==> src/por_timer_pkg.sv <==
// Constants, register layout and types for the delayed power-on reset timer.
package por_timer_pkg;

  // ==========================================================================
  // Register map (byte addresses on the APB).
  localparam logic [7:0] DELAY_CFG_OFFSET  = 8'h00;
  localparam logic [7:0] PIN_CFG_OFFSET    = 8'h04;
  localparam logic [7:0] STATUS_OFFSET     = 8'h08;

  // ==========================================================================
  // Field layout.
  localparam int unsigned DELAY_LSB        = 0;
  localparam int unsigned DELAY_WIDTH      = 7;
  localparam int unsigned PIN_SEL_LSB      = 0;
  localparam int unsigned PIN_SEL_WIDTH    = 5;
  localparam int unsigned PIN_POL_BIT      = 8;
  localparam int unsigned ST_COUNT_LSB     = 0;
  localparam int unsigned ST_MULT_LSB      = 12;
  localparam int unsigned ST_ACTIVE_BIT    = 24;
  localparam int unsigned ST_FIRED_BIT     = 25;
  localparam int unsigned ST_PAD_BIT       = 26;
  localparam int unsigned ST_PIN_BIT       = 27;
  localparam int unsigned GPIO_COUNT       = 32;

  // ==========================================================================
  // Reset values.
  localparam logic [DELAY_WIDTH-1:0]   DELAY_RESET   = 7'h18;
  localparam logic [PIN_SEL_WIDTH-1:0] PIN_SEL_RESET = 5'h00;
  localparam logic                     PIN_POL_RESET = 1'b0;

  // ==========================================================================
  // Timing.
  localparam int unsigned MCLK_PERIOD_PS   = 20000;
  localparam int unsigned RC_PERIOD_PS     = 31250000;
  localparam int unsigned RC_PERIOD_CYCLES = RC_PERIOD_PS / MCLK_PERIOD_PS;
  localparam int unsigned RC_DIV_WIDTH     = 16;
  localparam int unsigned SUB_WIDTH        = 12;
  localparam logic [SUB_WIDTH-1:0] SUB_LAST = 12'hFFF;

  // ==========================================================================
  // Types.
  typedef struct packed {
    logic                     polarity;
    logic [PIN_SEL_WIDTH-1:0] select;
  } pin_cfg_s;

  typedef enum logic [2:0] {
    ST_IDLE  = 3'b001,
    ST_COUNT = 3'b010,
    ST_FIRED = 3'b100
  } timer_state_e;

endpackage : por_timer_pkg

==> src/delayed_por_timer.sv <==
// Delayed power-on reset timer with APB registers and pad/GPIO sources.
//
// Notes on behaviour
// - Reset pad is always a source.
// - Software may pick one GPIO source.
// - Delay multiplier is seven bits, max 7F.
// - Fire after multiplier times 4096 RC periods.
// - Delay multiplier resets to 18 hex.
// - Asserted source forces RC oscillator on.
// - Pad start uses default trim, pin programmed.
// - Selected pin still works as GPIO.
// - Pin number picks GPIO; zero disables.
// - Polarity 0 active low, 1 active high.
// - Count starts when any source asserts.
// - Early release clears count, no power-on reset.
// - Overlapping sources keep counting without clearing.
// - Every reset clears pin number field.
// - Power-on reset restores delay multiplier.
// - Short pad press gives hardware reset.
`timescale 1ns/1ps
`default_nettype none

// ==========================================================================
// Overview.
// The block watches two reset sources and turns a long enough assertion of
// either one into a power-on reset for the rest of the chip.
// The reset pad is always a source and needs no set-up at all.
// One general-purpose pin may be added as a second source by software.
// The pin number field chooses that pin; the value zero switches it off, so
// pin zero can never serve as a source.
// The polarity bit chooses whether the pin counts as asserted when low or
// when high; the choice is applied before synchronisation, so the timer only
// ever sees an active-high request from each source.
// The pin is sampled and never driven, so it keeps its ordinary role.
//
// Both sources pass a two-flop synchroniser, which adds two clock cycles of
// latency to every start and every release.
// The delay counter advances on a tick that stands in for one period of the
// low-power RC clock. The tick comes from a divider of the main clock, and the
// divider only runs while the oscillator enable is high.
// A live source forces that enable high even when software has switched the
// oscillator off, so a held pad can always finish its count.
//
// The count is split into a twelve-bit sub-counter, which wraps every 4096
// ticks, and a multiplier counter, which steps on each wrap. The reset fires
// when the multiplier counter reaches the programmed delay multiplier.
// A delay of zero therefore fires as soon as the state machine has entered
// its counting state, a few cycles after the source asserts.
// Because the comparison is greater-or-equal, lowering the delay below the
// current count fires at once; software must expect that.
//
// A release of every source before expiry returns both counters to zero.
// Overlapping sources share one count: the second one may take over from
// the first without a restart, as long as one of them is always asserted.
// Once fired, the reset output stays high until every source has gone, and
// the counters are held at zero from its second cycle until it falls.
//
// A pad press that ends before expiry gives a one-cycle hardware reset pulse
// instead. A count opened by the pin gives no such pulse when cut short.
// The trim choice follows the source that opened the count: the reset
// default trim for the pad, the programmed trim for the pin.
//
// The power-on reset also restores the delay multiplier, and every reset
// kind clears the pin number and its polarity. A pin-based set-up must thus
// be written again after each reset, in the order pin, polarity, delay.
// One side effect is worth knowing: a pin-based reset clears its own pin
// selection, so its output lasts only the few cycles that the synchroniser
// needs to see the pin source vanish.
//
// The register bus answers with no wait states. Read data and the error flag
// are captured in the setup cycle and stand through the access cycle.

module delayed_por_timer #(
  parameter int unsigned RC_DIV = por_timer_pkg::RC_PERIOD_CYCLES
) (
  input  wire logic        mclk,
  input  wire logic        external_reset_pad,
  // APB slave.
  input  wire logic        psel,
  input  wire logic        penable,
  input  wire logic        pwrite,
  input  wire logic [7:0]  paddr,
  input  wire logic [31:0] pwdata,
  output logic             pready,
  output logic [31:0]      prdata,
  output logic             pslverr,
  // Reset sources.
  input  wire logic        external_reset_pad_n,
  input  wire logic [31:0] gpioIn,
  input  wire logic        hwResetIn,
  input  wire logic        swResetIn,
  // Oscillator control.
  input  wire logic        rcOscSwEnable,
  output logic             rcOscEnable,
  output logic             rcTrimDefault,
  // Reset outputs.
  output logic             power_on_reset_out,
  output logic             hwResetOut
);

  // ==========================================================================
  // Declarations.
  logic [por_timer_pkg::DELAY_WIDTH-1:0]   delayMult;
  por_timer_pkg::pin_cfg_s                 pinCfg;
  logic                                    padMeta;
  logic                                    padSync;
  logic                                    pinMeta;
  logic                                    pinSync;
  logic                                    pinRaw;
  logic                                    anyActive;
  logic [por_timer_pkg::RC_DIV_WIDTH-1:0]  rcDivCount;
  logic                                    rcTick;
  logic [por_timer_pkg::SUB_WIDTH-1:0]     subCount;
  logic [por_timer_pkg::DELAY_WIDTH-1:0]   multCount;
  logic                                    padStarted;
  logic                                    expired;
  por_timer_pkg::timer_state_e             state;
  por_timer_pkg::timer_state_e             next_state;
  logic                                    setupPhase;
  logic                                    accessPhase;
  logic                                    wrDelay;
  logic                                    wrPin;
  logic [31:0]                             next_prdata;
  logic                                    next_slverr;

  // Returns high when the address names a mapped register.
  function automatic logic addrMapped(input logic [7:0] addr);
    addrMapped = (addr == por_timer_pkg::DELAY_CFG_OFFSET) ||
                 (addr == por_timer_pkg::PIN_CFG_OFFSET) ||
                 (addr == por_timer_pkg::STATUS_OFFSET);
  endfunction : addrMapped

  // ==========================================================================
  // APB decode: the slave answers in the first access cycle.
  assign setupPhase  = psel && !penable;
  assign accessPhase = psel && penable;
  assign pready      = accessPhase;
  assign wrDelay     = accessPhase && pwrite && (paddr == por_timer_pkg::DELAY_CFG_OFFSET);
  assign wrPin       = accessPhase && pwrite && (paddr == por_timer_pkg::PIN_CFG_OFFSET);

  // Read data and error are prepared from the setup cycle address.
  always_comb begin
    next_prdata = 32'h0000_0000;
    next_slverr = !addrMapped(paddr);
    unique case (paddr)
      por_timer_pkg::DELAY_CFG_OFFSET: begin
        next_prdata[por_timer_pkg::DELAY_LSB +: por_timer_pkg::DELAY_WIDTH] = delayMult;
      end
      por_timer_pkg::PIN_CFG_OFFSET: begin
        next_prdata[por_timer_pkg::PIN_SEL_LSB +: por_timer_pkg::PIN_SEL_WIDTH] = pinCfg.select;
        next_prdata[por_timer_pkg::PIN_POL_BIT] = pinCfg.polarity;
      end
      por_timer_pkg::STATUS_OFFSET: begin
        next_prdata[por_timer_pkg::ST_COUNT_LSB +: por_timer_pkg::SUB_WIDTH] = subCount;
        next_prdata[por_timer_pkg::ST_MULT_LSB +: por_timer_pkg::DELAY_WIDTH] = multCount;
        next_prdata[por_timer_pkg::ST_ACTIVE_BIT] = anyActive;
        next_prdata[por_timer_pkg::ST_FIRED_BIT]  = power_on_reset_out;
        next_prdata[por_timer_pkg::ST_PAD_BIT]    = padSync;
        next_prdata[por_timer_pkg::ST_PIN_BIT]    = pinSync;
      end
      default: begin
        next_prdata = 32'h0000_0000;
      end
    endcase
  end

  // Read data and error flag are registered in the setup cycle.
  always_ff @(posedge mclk or negedge external_reset_pad) begin
    if (!external_reset_pad) begin
      prdata  <= 32'h0000_0000;
      pslverr <= 1'b0;
    end else if (setupPhase) begin
      prdata  <= pwrite ? 32'h0000_0000 : next_prdata;
      pslverr <= next_slverr;
    end
  end

  // ==========================================================================
  // Delay register: seven bits, restored only by power-on reset and external_reset_pad.
  always_ff @(posedge mclk or negedge external_reset_pad) begin
    if (!external_reset_pad) begin
      delayMult <= por_timer_pkg::DELAY_RESET;
    end else if (power_on_reset_out) begin
      delayMult <= por_timer_pkg::DELAY_RESET;
    end else if (wrDelay) begin
      delayMult <= pwdata[por_timer_pkg::DELAY_LSB +: por_timer_pkg::DELAY_WIDTH];
    end
  end

  // Pin source register: the pin number does not survive any reset.
  always_ff @(posedge mclk or negedge external_reset_pad) begin
    if (!external_reset_pad) begin
      pinCfg.select   <= por_timer_pkg::PIN_SEL_RESET;
      pinCfg.polarity <= por_timer_pkg::PIN_POL_RESET;
    end else if (power_on_reset_out || hwResetOut || hwResetIn || swResetIn) begin
      pinCfg.select   <= por_timer_pkg::PIN_SEL_RESET;
      pinCfg.polarity <= por_timer_pkg::PIN_POL_RESET;
    end else if (wrPin) begin
      pinCfg.select   <= pwdata[por_timer_pkg::PIN_SEL_LSB +: por_timer_pkg::PIN_SEL_WIDTH];
      pinCfg.polarity <= pwdata[por_timer_pkg::PIN_POL_BIT];
    end
  end

  // ==========================================================================
  // Source conditioning. The pin is only sampled, never driven, so it keeps
  // its normal GPIO role elsewhere in the chip.
  always_comb begin
    pinRaw = 1'b0;
    if (pinCfg.select != por_timer_pkg::PIN_SEL_RESET) begin
      pinRaw = gpioIn[pinCfg.select] ~^ pinCfg.polarity;
    end
  end

  // Two-flop synchronisers; polarity is applied before the first stage.
  always_ff @(posedge mclk or negedge external_reset_pad) begin
    if (!external_reset_pad) begin
      padMeta <= 1'b0;
      padSync <= 1'b0;
      pinMeta <= 1'b0;
      pinSync <= 1'b0;
    end else begin
      padMeta <= !external_reset_pad_n;
      padSync <= padMeta;
      pinMeta <= pinRaw;
      pinSync <= pinMeta;
    end
  end

  assign anyActive = padSync || pinSync;

  // ==========================================================================
  // Oscillator control: a live source overrides a software switch-off.
  assign rcOscEnable   = rcOscSwEnable || anyActive;

  // Trim choice. While idle the pad decides directly, so a count opened by the
  // pin never shows a stale pad flag from an earlier count in its first cycle.
  always_comb begin
    rcTrimDefault = 1'b0;
    if (anyActive) begin
      if (state == por_timer_pkg::ST_IDLE) begin
        rcTrimDefault = padSync;
      end else begin
        rcTrimDefault = padStarted;
      end
    end
  end

  // RC period divider; it only ticks while the oscillator runs.
  always_ff @(posedge mclk or negedge external_reset_pad) begin
    if (!external_reset_pad) begin
      rcDivCount <= '0;
      rcTick     <= 1'b0;
    end else if (!rcOscEnable) begin
      rcDivCount <= '0;
      rcTick     <= 1'b0;
    end else if (rcDivCount >= por_timer_pkg::RC_DIV_WIDTH'(RC_DIV - 1)) begin
      rcDivCount <= '0;
      rcTick     <= 1'b1;
    end else begin
      rcDivCount <= rcDivCount + 1'b1;
      rcTick     <= 1'b0;
    end
  end

  // ==========================================================================
  // Timer state machine.
  assign expired = (multCount >= delayMult);

  always_comb begin
    next_state = state;
    unique case (state)
      por_timer_pkg::ST_IDLE: begin
        if (anyActive) begin
          next_state = por_timer_pkg::ST_COUNT;
        end
      end
      por_timer_pkg::ST_COUNT: begin
        if (!anyActive) begin
          next_state = por_timer_pkg::ST_IDLE;
        end else if (expired) begin
          next_state = por_timer_pkg::ST_FIRED;
        end
      end
      por_timer_pkg::ST_FIRED: begin
        if (!anyActive) begin
          next_state = por_timer_pkg::ST_IDLE;
        end
      end
      default: begin
        next_state = por_timer_pkg::ST_IDLE;
      end
    endcase
  end

  // State register.
  always_ff @(posedge mclk or negedge external_reset_pad) begin
    if (!external_reset_pad) begin
      state <= por_timer_pkg::ST_IDLE;
    end else begin
      state <= next_state;
    end
  end

  // Counter: 4096 RC periods per multiplier step. It keeps running while any
  // source holds, so overlapping sources add up without a restart.
  always_ff @(posedge mclk or negedge external_reset_pad) begin
    if (!external_reset_pad) begin
      subCount  <= '0;
      multCount <= '0;
    end else if (state != por_timer_pkg::ST_COUNT || !anyActive) begin
      subCount  <= '0;
      multCount <= '0;
    end else if (rcTick && !expired) begin
      subCount <= subCount + 1'b1;
      if (subCount == por_timer_pkg::SUB_LAST) begin
        multCount <= multCount + 1'b1;
      end
    end
  end

  // Records which source opened the count, for the trim choice.
  always_ff @(posedge mclk or negedge external_reset_pad) begin
    if (!external_reset_pad) begin
      padStarted <= 1'b0;
    end else if (state == por_timer_pkg::ST_IDLE && anyActive) begin
      padStarted <= padSync;
    end
  end

  // ==========================================================================
  // Reset outputs. The power-on reset holds until all sources release; a pad
  // press that ends early yields a one-cycle hardware reset pulse instead.
  always_ff @(posedge mclk or negedge external_reset_pad) begin
    if (!external_reset_pad) begin
      power_on_reset_out <= 1'b0;
      hwResetOut         <= 1'b0;
    end else begin
      power_on_reset_out <= (next_state == por_timer_pkg::ST_FIRED);
      hwResetOut <= (state == por_timer_pkg::ST_COUNT) && !anyActive && padStarted;
    end
  end

endmodule : delayed_por_timer

`default_nettype wire

==> config.mk <==
export PLATFORM = sky130hd
export DESIGN_NAME = delayed_por_timer
export DESIGN_NICKNAME = d
export VERILOG_FILES = /design/src/por_timer_pkg.sv /design/src/delayed_por_timer.sv
export SDC_FILE = /design/constraint.sdc
export NUM_CORES = 1
export LEC_CHECK = 0
export BUFFER_PORTS_ARGS = -buffer_cell sky130_fd_sc_hd__buf_2
export CORE_MARGIN = 4
export CORE_UTILIZATION = 52
export CTS_CLUSTER_DIAMETER = 100
export CTS_CLUSTER_SIZE = 25
export DETAILED_ROUTE_END_ITERATION = 16
export PLACE_DENSITY = 0.81
export SLEW_MARGIN = 25
export SYNTH_ARGS = -nofsm -noshare
export SYNTH_HDL_FRONTEND = slang
export SYNTH_SLANG_ARGS = --single-unit
==> constraint.sdc <==
create_clock -name mclk -period 3.08 [get_ports mclk]
set_clock_uncertainty 0.05 [all_clocks]
set_input_delay 0.154 -clock mclk [delete_from_list [all_inputs] [get_ports mclk]]
set_output_delay 0.154 -clock mclk [all_outputs]
set_load 0.01 [all_outputs]
==> qor.yml, run 1 <==
grt:
  met1_usage_pct: 25.2
  grtUsageTotal_pct: 20.1
  grt_max_degree: 84
  antenna_found_initial: 0
  grt_pass1_vias: 3314
  grt.overflow.total: 0
  top_usage_layer: "met2"
  gr-usage-met3_pct: 4.88
  grt_pass1_wl_um: 15800
  use_met2_pct: 33.4
die:
  die_w_um: 98.6
  die_h_um: 98.6
  num_rows: 32
  core-area_um2: 7850
  start_util_pct: 54.4
  die_area_um2: 9720
  pin_count: 119
sta:
  min_period_over_period_pct: 83.3
  report.final.slew_viol_count: 0
  worst_pin_slew_ps: 759
  rsz0062_at_grt: "no"
  fmax_mhz: 390
  setup_violations: 0
  setup_ws_ps: 513
  slew_headroom_pct: 49.4
  hold_violations: 0
  setup_tns_ps: 0
  timing.final.crit_period_ps: 2570
yosys:
  yosysWarnings: 0
  synth_edf_count: 0
  synthCells: 408
  netlist_area_um2: 4270
  async_flop_share_pct: 100
  yosysUniqueCellTypes: 54
  ys.flop_type: "dfrtp_1"
  yosysSeqAreaShare_pct: 48.8
  synth_area_per_cell_um2: 10.5
  ys_ff_latch: 83
clock_network:
  cts_resized: 0
  clockRootBuffer: "clkbuf_8"
  clock_path_buffers: 2
  clock_latency_ps: 350
  cts_buffers: 9
  cts.sinks: 83
  cts_setup_buffers: 0
  cts-hold-fix-buffers: 5
  clk_pin_slew_ps: 80
  cts_tree: "done"
  cts_max_level: 3
routing:
  first_iter_violations: 124
  ant_nets: 0
  wl_um: 9230
  wire_per_inst_um: 15.2
  vias_per_cell: 5.50
  drt_first_pass_iters: 4
  drc: 0
  dr_total_vias: 3335
placed_design:
  portBuffers: 85
  gp_congestion: 0.850
  hpwl_um: 6740
  place_ws_ps: 570
setup_path:
  cp_common_cell: "nand2_1"
  critPathKind: "flip-flop to flip-flop"
  ff2ff_path_depth: 8
  cp-start-kind: "flip-flop"
  critPathMaxFanout: 9
  crit_arrival_ps: 2750
  required_ps: 3270
  cpMaxStageDelayCell: "dfstp_2"
  path_cells: "inv_1, ha_1, a21oi_1, o21a_1, nand2_1, a211oi_1, nand2_1, mux2_2"
  cpPeakStageDelay_ps: 530
  crit_start: "delayMult[4]$_DFFE_PN1P_"
  r2r-start: "delayMult[4]$_DFFE_PN1P_"
  r2r_end: "subCount[11]$_DFFE_PN0P_"
  endpoint_kind: "flip-flop"
  r2r_slack_ps: 510
finish:
  nNetsFinal: 592
  seqCellArea_um2: 2080
  fillers: 652
  layout_common_cells: "84 x buf_2, 80 x dfrtp_1, 47 x nor2_1, 29 x nand2_1, 28 x mux2i_1"
  drive_gt1_share_pct: 24.0
  diodes: 0
  area_growth_pct: 17.1
  multi_input_area_um2: 2020
  final_common_cell: "buf_2"
hold_path:
  whs_endpoint: "delayMult[6]$_DFFE_PN0P_"
  hp-start: "pwdata[6]"
  whs_path_depth: 3
  hp-class: "primary input to flip-flop"
outcome:
  status: "complete, no violations"
power:
  pwr_density_cell_nw_per_um2: 406
  p_leak_nw: 2.34
  vdd_ir_drop_max_mv: 0.350
job:
  cap_violations: 0
## routing by layer
metal,share of wire [%],vias to the layer above
met3,6.0,16
met4,2.1,0
li1,-,1612
met1,43,1604
met5,0,-
met2,49,103
## cells by family (layout without fill, tap and decap cells)
group	after synthesis	in the layout	synth area share (%)
XOR/XNOR	19	19	3.90
multiplexers	35	35	9.47
flip-flops	83	83	48.8
adder cells (fa/ha/maj)	12	12	3.52
other	1	14	0.0879
AO/OA/AOI/OAI	77	77	13.1
AND/OR/NAND/NOR	136	136	16.0
buffers and inverters	45	128	5.05
## report_power, final
group          total [W]  leakage, nW  internal [W]  switching [W]
registers        0.00111         1.12       0.00110      0.0000100
clock network   0.000764       0.0926      0.000396       0.000368
logic           0.000148         1.12     0.0000604      0.0000872
## per-stage QoR
step	hold slack (ps)	instances	power, W	util, %	cell area [µm²]
2_1_floorplan	-192	421	0.00121	-	4310
3_3_place_gp	252	585	0.00127	60.5	4740
3_5_place_dp	256	585	0.00128	60.5	4740
4_1_cts	6.08	606	0.00205	63.6	4990
5_1_grt	17.0	606	0.00212	63.6	4990
6_report	18.3	606	0.00203	63.6	4990
## cell usage after synthesis, drive strengths merged, types with 13 or more instances
cell,instances,area [µm²]
o21ai,13,65.1
dfrtp,80,2000
nand2,29,109
buf,13,95.1
nor2,49,194
nand3,14,70.1
a21oi,16,83.8
xnor2,14,123
mux2i,28,280
inv,20,75.1
a22o,20,175
## final cells by class
class                      count  share of cell area [%]
sequential                    83                    41.7
multi-input combinational    293                    40.4
timing repair buffer          92                    9.95
clock buffer                  12                    2.91
inverter                      20                    1.50
clock inverter                 4                    1.00
tap                          102                    2.56
## how the worst max path moves through the flow
stage	end	slack (ps)	cells after the start
floorplan	subCount[11]$_DFFE_PN0P_	820	8
global placement	subCount[11]$_DFFE_PN0P_	620	8
detailed placement	subCount[11]$_DFFE_PN0P_	570	8
CTS	subCount[11]$_DFFE_PN0P_	530	8
global route	subCount[11]$_DFFE_PN0P_	310	8
finish	subCount[11]$_DFFE_PN0P_	510	8
## state kept, by name (all words and copies together) (netlist names)
register,count
rcDivCount,16
rcTick,1
padStarted,1
padMeta,1
state,3
power_on_reset_out,1
pinCfg,6
subCount,12
multCount,7
pslverr,1
pinSync,1
pinMeta,1
prdata,23
hwResetOut,1
padSync,1
delayMult,7
## worst max-delay path, delay by kind of cell, from the launching register on
kind,cells,cell delay [ps]
DFF,1,530
AOI/OAI and AO/OA,3,910
buffers and inverters,1,60
adders and majority gates,1,330
muxes,1,290
and+or+nand+nor,2,300
(Power assumes the default switching activity.)
==> inputs of run 2 (changes only) <==
==> constraint.sdc (replaced) <==
create_clock -name mclk -period 2.6 [get_ports mclk]
set_clock_uncertainty 0.05 [all_clocks]
set_input_delay 0.13 -clock mclk [delete_from_list [all_inputs] [get_ports mclk]]
set_output_delay 0.13 -clock mclk [all_outputs]
set_load 0.01 [all_outputs]
==> qor.yml, run 2 (synthesis gave the netlist of run 1 again) <==
sta:
  min_period_over_period_pct: 97.5
  setup_violations: 0
  hold_slack_ps: 126
  report.final.slew_viol_count: 0
  slew_headroom_pct: 48.9
  setup_tns_ps: 0
  rsz0062_at_grt: "no"
  timing.final.crit_period_ps: 2530
  hold_violations: 0
  fmax_mhz: 395
  worst_pin_slew_ps: 762
setup_path:
  required_ps: 2800
  cp-start-kind: "flip-flop"
  crit_arrival_ps: 2730
  endpoint_kind: "flip-flop"
  critPathKind: "flip-flop to flip-flop"
  critPathMaxFanout: 9
finish:
  area_growth_pct: 21.0
  seqCellArea_um2: 2080
  largest_register: "prdata"
  diodes: 0
  final_common_cell: "buf_2"
  multi_input_area_um2: 2020
  top_regs: "prdata x23, rcDivCount x16, subCount x12"
  fillers: 622
  drive_gt1_share_pct: 24.7
  nNetsFinal: 603
  layout_common_cells: "84 x buf_2, 80 x dfrtp_1, 47 x nor2_1, 29 x nand2_1, 28 x mux2i_1"
  largest_reg_flops: 23
clock_network:
  cts_max_level: 3
  cts_buffers: 9
  cts_tree: "done"
  clock_latency_ps: 350
  cts_setup_buffers: 0
  cts.sinks: 83
  clock_path_buffers: 2
  clockRootBuffer: "clkbuf_8"
  clk_pin_slew_ps: 80
power:
  vdd_ir_drop_max_mv: 0.333
  clock_power_share_pct: 43.4
  power_frac_comb_pct: 6.9
  pwr-share-seq_pct: 49.6
  internal_power_w: 0.00210
  p_leak_nw: 2.43
  pwr_density_cell_nw_per_um2: 516
  swShare_pct: 21.0
  p_switching_w: 0.000558
die:
  pin_count: 119
  die_h_um: 98.6
  start_util_pct: 54.4
  die_area_um2: 9720
  die_w_um: 98.6
  core-area_um2: 7850
  num_rows: 32
routing:
  vias_per_cell: 5.61
  dr_total_vias: 3464
  wl_met1_um: 3950
  first_iter_violations: 154
  drc: 0
  highest_layer: "met4"
  drt_first_pass_iters: 4
  ant_nets: 0
  wire_per_inst_um: 15.8
  met3WireLength_um: 665
  wl_um: 9760
  wl_met2_um: 4910
grt:
  grt_pass1_wl_um: 16400
  antenna_found_initial: 0
  grt_pass1_vias: 3549
  grt.overflow.total: 0
  grtUsageTotal_pct: 20.9
  grt_max_degree: 84
job:
  cap_violations: 0
hold_path:
  hp-class: "primary input to flip-flop"
placed_design:
  hpwl_um: 7100
  portBuffers: 85
  gp_congestion: 0.849
outcome:
  status: "complete, no violations"
-- run 2: power by group through the flow --
stage	combinational, W	clock (W)	sequential (W)
finish	0.000184	0.00116	0.00132
global route	0.000207	0.00124	0.00132
CTS	0.000185	0.00118	0.00132
detailed placement	0.000171	0	0.00135
global placement	0.000164	0	0.00134
floorplan	0.0000885	0	0.00134
-- run 2: per-stage QoR --
stage / std cells / util [%] / power [W] / worst slack [ps] / cell area (µm²)
finish: 617 / 65.8 / 0.00266 / 65.8 / 5160
global route: 617 / 65.8 / 0.00277 / 15.8 / 5160
CTS: 617 / 65.7 / 0.00268 / 164 / 5150
detailed placement: 589 / 60.8 / 0.00152 / 170 / 4770
global placement: 589 / 60.8 / 0.00151 / 305 / 4770
floorplan: 421 / - / 0.00143 / 337 / 4310
-- run 2: critical path: stages, from the launching register on --
cell       delay (ps)
dfstp_2           540
inv_1              60
ha_1              330
a21oi_1           170
o21a_1            180
nand2_1           210
a2111oi_0         630
xnor2_1           210
nor2_1             60
-- run 2: per-layer routing --
metal / track usage (%) / up-vias
li1: - / 1633
met3: 5.80 / 20
met1: 25.4 / 1686
met5: 0 / -
met2: 35.2 / 125
met4: 8.93 / 0
-- run 2: final cells by class --
type | instances | area share (%)
Timing Repair Buffer | 103 | 11.6
Sequential cell | 83 | 40.3
Multi-Input combinational cell | 293 | 39.1
Clock buffer | 12 | 3.20
Tap cell | 102 | 2.47
Clock inverter | 4 | 1.84
Inverter | 20 | 1.45
-- run 2: timing repair --
action / 4_1_cts / 5_1_grt
endpoints found under the setup margin: 0 / 1
hold buffers: 12 / 0
gates resized for setup: 0 / 1
endpoints found under the hold margin: 94 / 0
-- run 2: path summary, 6_finish.rpt --
check / from / endpoint / slack (ps) / cells after the start
max: delayMult[4]$_DFFE_PN1P_ / subCount[6]$_DFFE_PN0P_ / 70 / 8
min: swResetIn / pinCfg[4]$_DFFE_PN0P_ / 130 / 3
min in group asynchronous: external_reset_pad / prdata[4]$_DFFE_PN0P_ / 340 / 2
max in group asynchronous: external_reset_pad / rcDivCount[5]$_DFF_PN0_ / 1680 / 2
max reg2reg: delayMult[4]$_DFFE_PN1P_ / subCount[6]$_DFFE_PN0P_ / 70 / 8
min reg2reg: padMeta$_DFF_PN0_ / padSync$_DFF_PN0_ / 300 / 0
